## src/logic/hbsp_pkg.sv

```systemverilog
// package for the host bus strap decoder and panel pin map
// assumes one clock domain, no software registers reached from outside
package hbsp_pkg;
  // host bus variants decoded from straps
  typedef enum logic [2:0] {
    HBSP_BUS_A = 3'h0,
    HBSP_BUS_B = 3'h1,
    HBSP_BUS_ASYNC1 = 3'h2,
    HBSP_BUS_ASYNC2 = 3'h3,
    HBSP_BUS_GEN1 = 3'h4,
    HBSP_BUS_GEN2 = 3'h5,
    HBSP_BUS_RSVD = 3'h7
  } hbsp_bus_e;

  // panel type selection
  typedef enum logic [2:0] {
    HBSP_PNL_MONO4 = 3'h0,
    HBSP_PNL_MONO8 = 3'h1,
    HBSP_PNL_MONO8D = 3'h2,
    HBSP_PNL_COL4 = 3'h3,
    HBSP_PNL_COL8F1 = 3'h4,
    HBSP_PNL_COL8F2 = 3'h5,
    HBSP_PNL_COL8D = 3'h6,
    HBSP_PNL_TFT = 3'h7
  } hbsp_pnl_e;

  typedef struct packed {
    hbsp_bus_e bus;
    logic big_endian;
    logic reserved;
  } hbsp_cfg_s;

  localparam logic [2:0] HBSP_CODE_A = 3'h0;
  localparam logic [2:0] HBSP_CODE_B = 3'h1;
  localparam logic [2:0] HBSP_CODE_ASYNC1 = 3'h3;
  localparam logic [2:0] HBSP_CODE_ASYNC2 = 3'h5;
  localparam logic [2:0] HBSP_CODE_GEN = 3'h7;
  localparam int HBSP_ENDIAN_BIT = 3;
  localparam int HBSP_INVERT_CTRL_BIT = 1;
  localparam int HBSP_PANEL_WIDTH = 12;
  localparam logic [7:0] HBSP_CTRL_RESET = 8'h00;
  // pins 7..0 drive low in reset, pins 11..8 are released to the board pull-ups
  localparam logic [11:0] HBSP_DAT_RESET = 12'h000;
  localparam logic [11:0] HBSP_OE_N_RESET = 12'hF00;
  localparam hbsp_cfg_s HBSP_CFG_RESET = '{bus: HBSP_BUS_RSVD, big_endian: 1'b0, reserved: 1'b1};
endpackage

```

## src/logic/hbsp_strap_pin_map.sv

```systemverilog
// strap decoder and host/panel pin multiplexer
// assumes straps and pins are synchronous to clk_sys; control byte comes from the register file
// Notes on behaviour
// - straps and bus-start are caught after reset release, choosing bus and byte order
// - straps 2..0 all low: variant A, strap 3 picks endian
// - straps 2..0 = 001: variant B, strap 3 picks endian
// - code 011 with strap 3 high: async variant 1, big-endian; else reserved
// - code 101 with strap 3 high: async variant 2 sizing, big-endian; else reserved
// - code 111, bus-start low: generic 1, strap 3 picks endian
// - code 111, bus-start high, strap 3 low: generic 2 little-endian; high reserved
// - video invert taken from panel data bit 11 only while control bit 1 set and the panel type is not TFT
// - reset restores defaults and drives all outputs inactive except pins 7..0, which are driven low
`timescale 1ns/10ps
`default_nettype none
module hbsp_strap_pin_map
  import hbsp_pkg::*;
#(
  parameter int PANEL_WIDTH = HBSP_PANEL_WIDTH
) (
  input wire logic clk_sys,
  input wire logic sys_rst,
  input wire logic [3:0] config_straps,
  input wire logic bus_start_strobe_n,
  input wire logic [7:0] ctrl_reg,
  input wire hbsp_pnl_e panel_type,
  input wire logic [11:0] pixel_data,
  input wire logic [3:0] gpio_out,
  input wire logic [3:0] gpio_dir_out,
  input wire logic [PANEL_WIDTH-1:0] panel_data_bus_in,
  output logic [PANEL_WIDTH-1:0] panel_data_bus_out,
  output logic [PANEL_WIDTH-1:0] panel_data_bus_oe_n,
  output logic [3:0] gpio_in,
  output logic video_invert,
  output hbsp_cfg_s bus_cfg
);

  // routing below is written for exactly twelve panel pins
  if (PANEL_WIDTH != 12) begin : g_width_check
    $error("panel width must be 12");
  end

  hbsp_cfg_s cfg_q;
  logic caught_q;
  logic [PANEL_WIDTH-1:0] dat_q;
  logic [PANEL_WIDTH-1:0] oe_n_q;
  logic [3:0] gpio_in_q;
  logic inv_q;

  // invert is only offered where pin 11 is not panel data
  function automatic logic inv_enabled(input logic [7:0] ctrl, input hbsp_pnl_e pnl);
    return ctrl[HBSP_INVERT_CTRL_BIT] && (pnl != HBSP_PNL_TFT);
  endfunction

  function automatic hbsp_cfg_s decode(input logic [3:0] s, input logic bs);
    hbsp_cfg_s c;
    c = '{bus: HBSP_BUS_RSVD, big_endian: s[HBSP_ENDIAN_BIT], reserved: 1'b1};
    case (s[2:0])
      HBSP_CODE_A: begin
        c.bus = HBSP_BUS_A;
        c.reserved = 1'b0;
      end
      HBSP_CODE_B: begin
        c.bus = HBSP_BUS_B;
        c.reserved = 1'b0;
      end
      HBSP_CODE_ASYNC1: begin
        if (s[HBSP_ENDIAN_BIT]) begin
          c.bus = HBSP_BUS_ASYNC1;
          c.reserved = 1'b0;
        end
      end
      HBSP_CODE_ASYNC2: begin
        if (s[HBSP_ENDIAN_BIT]) begin
          c.bus = HBSP_BUS_ASYNC2;
          c.reserved = 1'b0;
        end
      end
      HBSP_CODE_GEN: begin
        if (!bs) begin
          c.bus = HBSP_BUS_GEN1;
          c.reserved = 1'b0;
        end else if (!s[HBSP_ENDIAN_BIT]) begin
          c.bus = HBSP_BUS_GEN2;
          c.reserved = 1'b0;
        end
      end
      default: begin
        c.bus = HBSP_BUS_RSVD;
      end
    endcase
    return c;
  endfunction

  // catch straps once
  // straps are board-fixed, so a single sample on the first edge after release is enough
  always_ff @(posedge clk_sys or posedge sys_rst) begin
    if (sys_rst) begin
      cfg_q <= HBSP_CFG_RESET;
      caught_q <= 1'b0;
    end else if (!caught_q) begin
      cfg_q <= decode(config_straps, bus_start_strobe_n);
      caught_q <= 1'b1;
    end
  end

  always_ff @(posedge clk_sys or posedge sys_rst) begin
    if (sys_rst) begin
      dat_q <= HBSP_DAT_RESET;
      oe_n_q <= HBSP_OE_N_RESET;
    end else begin
      dat_q[7:0] <= pixel_data[7:0];
      oe_n_q[7:0] <= 8'h00;
      dat_q[11:8] <= gpio_out;
      oe_n_q[11:8] <= ~gpio_dir_out;
      case (panel_type)
        HBSP_PNL_MONO4, HBSP_PNL_COL4: begin
          dat_q[7:0] <= {pixel_data[3:0], 4'h0};
        end
        HBSP_PNL_TFT: begin
          dat_q[11:8] <= pixel_data[11:8];
          oe_n_q[11:8] <= 4'h0;
        end
        default: begin
          dat_q[7:0] <= pixel_data[7:0];
        end
      endcase
      // invert pin stays input
      // invert input would fight a driven gpio, so the pin is released while enabled
      if (inv_enabled(ctrl_reg, panel_type)) begin
        oe_n_q[11] <= 1'b1;
      end
    end
  end

  always_ff @(posedge clk_sys or posedge sys_rst) begin
    if (sys_rst) begin
      inv_q <= 1'b0;
      gpio_in_q <= 4'h0;
    end else begin
      inv_q <= inv_enabled(ctrl_reg, panel_type) && panel_data_bus_in[11];
      gpio_in_q <= panel_data_bus_in[11:8];
    end
  end

  assign panel_data_bus_out = dat_q;
  assign panel_data_bus_oe_n = oe_n_q;
  assign gpio_in = gpio_in_q;
  assign video_invert = inv_q;
  assign bus_cfg = cfg_q;

endmodule
`default_nettype wire

```

## config.mk

```make
export PLATFORM = sky130hd
export DESIGN_NAME = hbsp_strap_pin_map
export DESIGN_NICKNAME = d
export VERILOG_FILES = /design/src/logic/hbsp_pkg.sv /design/src/logic/hbsp_strap_pin_map.sv
export SDC_FILE = /design/constraint.sdc
export NUM_CORES = 1
export LEC_CHECK = 0
export BUFFER_PORTS_ARGS = -buffer_cell sky130_fd_sc_hd__buf_2
export CAP_MARGIN = 20
export CORE_MARGIN = 2
export CORE_UTILIZATION = 42
export CTS_CLUSTER_SIZE = 10
export DETAILED_ROUTE_END_ITERATION = 10
export GPL_TIMING_DRIVEN = 0
export PLACE_DENSITY = 0.82
export REMOVE_ABC_BUFFERS = 1
export SYNTH_ARGS = -nofsm -noshare
export SYNTH_HDL_FRONTEND = slang
export SYNTH_SLANG_ARGS = --single-unit
```

## constraint.sdc

```tcl
create_clock -name clk_sys -period 2.41 [get_ports clk_sys]
set_input_delay 0.3615 -clock clk_sys [delete_from_list [all_inputs] [get_ports clk_sys]]
set_output_delay 0.3615 -clock clk_sys [all_outputs]
set_load 0.05 [all_outputs]
```

==> impl_metrics.py <==
metrics = {
    "critical_path": {
        "criticalPathCategory": "reg -> out",
        "cp-end-kind": "output pin",
        "startpoint": "bus_cfg[2]",
        "worst_ep_arrival_time_ns": 1.12,
        "crit_cells": 1,
        "cp_max_fo": 2,
        "cp_num_buf_inv": 1,
        "r2r-start": "caught_q",
        "worstPathRequired_ns": 2.05,
        "cp_cell_sequence": "buf_2",
        "crit_path_start_kind": "register",
        "cp_top_family": "flip-flops",
        "reg2reg_slack_ns": 1.47,
        "slowest_delay_ns": 0.56,
        "r2r_cells": 1,
        "slowest_stage": "dfstp_2",
        "crit_end": "bus_cfg[2]",
        "crit-reg2reg-capture": "bus_cfg[1]",
    },
    "cells_and_area": {
        "nFillCells": 213,
        "area_delta_synth_final_pct": 31.8,
        "diodes": 0,
        "layoutNonFillerInstCount": 177,
        "drive_gt1_share_pct": 58.5,
        "nets": 198,
    },
    "timing": {
        "period_needed_ns": 1.48,
        "max_freq_ghz": 0.677,
        "tns_ns": 0,
        "rsz0062_at_grt": "no",
        "skew_ns": 0.00149,
        "drv_slew": 0,
        "finalCritPeriodShare_pct": 61.3,
        "hold_viol": 0,
        "setup_viol": 0,
    },
    "clock_tree": {
        "cts_buffer_depth": 2,
        "ctsResizeCount": 0,
        "cts.sink_count": 27,
        "path_clk_slew_ns": 0.13,
        "cts_root_buf": "clkbuf_4",
        "clk_latency_ns": 0.31,
        "htree_levels": 1,
        "post_cts_buffers": 0,
        "cts_tree": "yes",
        "cts_hold_buf": 0,
        "cts_buffers": 3,
    },
    "routing": {
        "dr.pass1.iters": 3,
        "vias": 799,
        "wl_um": 1990,
        "antenna_left": 0,
        "routed_via_density": 4.51,
        "wl_per_cell_um": 11.3,
        "drc_errors": 0,
        "first_iter_violations": 37,
    },
    "global_routing": {
        "antenna_found_initial": 0,
        "grt_usage_pct": 13.2,
        "grt.met3_usage_pct": 4.92,
        "grt_pass1_vias": 746,
        "grt_start_max_net_pins": 28,
        "grt_pass1_wl_um": 3200,
        "gr-usage-met2_pct": 22.6,
        "busiest_layer": "met2",
        "grtUsageMet1_pct": 14.6,
        "grt_overflow": 0,
    },
    "run": {
        "max-cap-violations": 0,
    },
    "floorplan": {
        "die_y_um": 55.3,
        "coreArea_um2": 2480,
        "die_x_um": 55.3,
        "die_area_um2": 3060,
        "rows": 18,
        "io_pins": 84,
        "start_util_pct": 44.6,
    },
    "placed_design": {
        "place.gp.congestion": 0.877,
        "hpwl_um": 1590,
        "io_buffer_count": 60,
        "dp.cells": 171,
    },
    "power": {
        "powerDensity_nw_per_um2": 670,
        "power_leakage_nw": 0.767,
        "peakVddDrop_mv": 0.372,
        "finalPower_mw": 0.976,
    },
    "hold_path": {
        "hold_path_class": "in -> reg",
    },
    "yosys": {
        "synthCells": 84,
        "synth_area_per_cell_um2": 13.2,
        "ys_ff_latch": 27,
        "synthDistinctLibCells": 25,
        "syn-cell-area_um2": 1100,
        "ys.warnings.count": 0,
        "seq_area_frac_synth_pct": 62.1,
    },
    "outcome": {
        "status": "complete, no violations",
    },
}
## through the flow
step / instance area, µm² / hold WS [ns] / utilization [%] / worst slack (ns)
after floorplan: 1050 / 0.393 / - / 1.25
after global placement: 1390 / 0.470 / 56.2 / 1.06
after detailed placement: 1390 / 0.471 / 56.2 / 1.03
after CTS: 1420 / 0.134 / 57.3 / 0.923
after global routing: 1460 / 0.109 / 58.8 / 0.873
final: 1460 / 0.144 / 58.8 / 0.933
## registers in the layout (all words and copies together) (netlist names)
signal / count
panel_data_bus_out: 12
bus_cfg: 5
gpio_in: 4
panel_data_bus_oe_n: 4
caught_q: 1
video_invert: 1
## cell usage in the layout (no fill, tap or decap), types with 2 or more instances in the layout
| cell type | instances |
|---|---|
| nand2_1 | 4 |
| clkbuf_4 | 3 |
| a2bb2oi_1 | 2 |
| conb_1 | 9 |
| dfrtp_1 | 19 |
| inv_1 | 3 |
| a21oi_1 | 3 |
| nor2_1 | 7 |
| and2b_2 | 4 |
| buf_2 | 60 |
| and3_1 | 2 |
| mux2_4 | 5 |
| o31ai_1 | 2 |
| mux2_2 | 4 |
| dfstp_2 | 8 |
## cells by family after synthesis
group                  after synthesis  synth area share [%]
XOR/XNOR                             1                 0.793
flip-flops                          27                  62.1
buffers and inverters               13                  7.93
multiplexers                         9                  10.9
other                                2                 0.680
AND/OR/NAND/NOR                     21                  10.5
AO/OA/AOI/OAI                       11                  7.13
## final cells by class
class / instances / area, µm² / area share (%)
multi-input combinational: 51 / 358 / 24.6
inverter: 3 / 11.3 / 0.773
sequential: 27 / 686 / 47.1
timing repair buffer: 62 / 338 / 23.2
tap: 30 / 37.5 / 2.58
clock buffer: 4 / 26.3 / 1.80
## synthesized netlist by cell type
master | n | area [µm²]
nor2_1 | 7 | 26.3
xor2_1 | 1 | 8.76
buf_6 | 1 | 11.3
nor2_4 | 1 | 11.3
o21ai_0 | 1 | 5.00
and2b_2 | 4 | 35.0
nand3_1 | 1 | 5.00
nor3_1 | 1 | 5.00
nand2_1 | 4 | 15.0
inv_1 | 3 | 11.3
a21o_1 | 1 | 7.51
a2bb2oi_1 | 2 | 17.5
o221a_1 | 1 | 11.3
o31ai_1 | 2 | 15.0
dfrtp_1 | 19 | 475
dfstp_2 | 8 | 210
mux2_4 | 5 | 75.1
mux2_2 | 4 | 45.0
a21oi_1 | 3 | 15.0
nand2b_1 | 1 | 6.26
a211oi_1 | 1 | 7.51
conb_1 | 2 | 7.51
buf_4 | 8 | 60.1
buf_2 | 1 | 5.00
and3_1 | 2 | 12.5
## worst min-delay path by stage
stage	startpoint	endpoint	slack (ns)	depth (start not counted)
2_1_floorplan	panel_data_bus_in[8]	gpio_in[0]	0.39	0
3_3_place_gp	panel_data_bus_in[10]	gpio_in[2]	0.47	1
3_5_place_dp	panel_data_bus_in[10]	gpio_in[2]	0.47	1
4_1_cts	gpio_dir_out[0]	panel_data_bus_oe_n[8]	0.13	2
5_1_grt	panel_data_bus_in[8]	gpio_in[0]	0.11	1
6_report	gpio_dir_out[0]	panel_data_bus_oe_n[8]	0.14	2
## metal layers
metal  share of wire (%)  vias to the layer above
met3                  11                        2
met2                  49                       50
met5                   0                        -
met4                0.45                        0
li1                    -                      389
met1                  39                      358
## where the power goes
group	switching [mW]	leakage, nW	total, mW	internal [mW]
logic	0.207	0.442	0.288	0.0816
clock network	0.117	0.0150	0.181	0.0645
registers	0.0114	0.309	0.507	0.495
No activity file was read; power rests on OpenSTA's default activity.
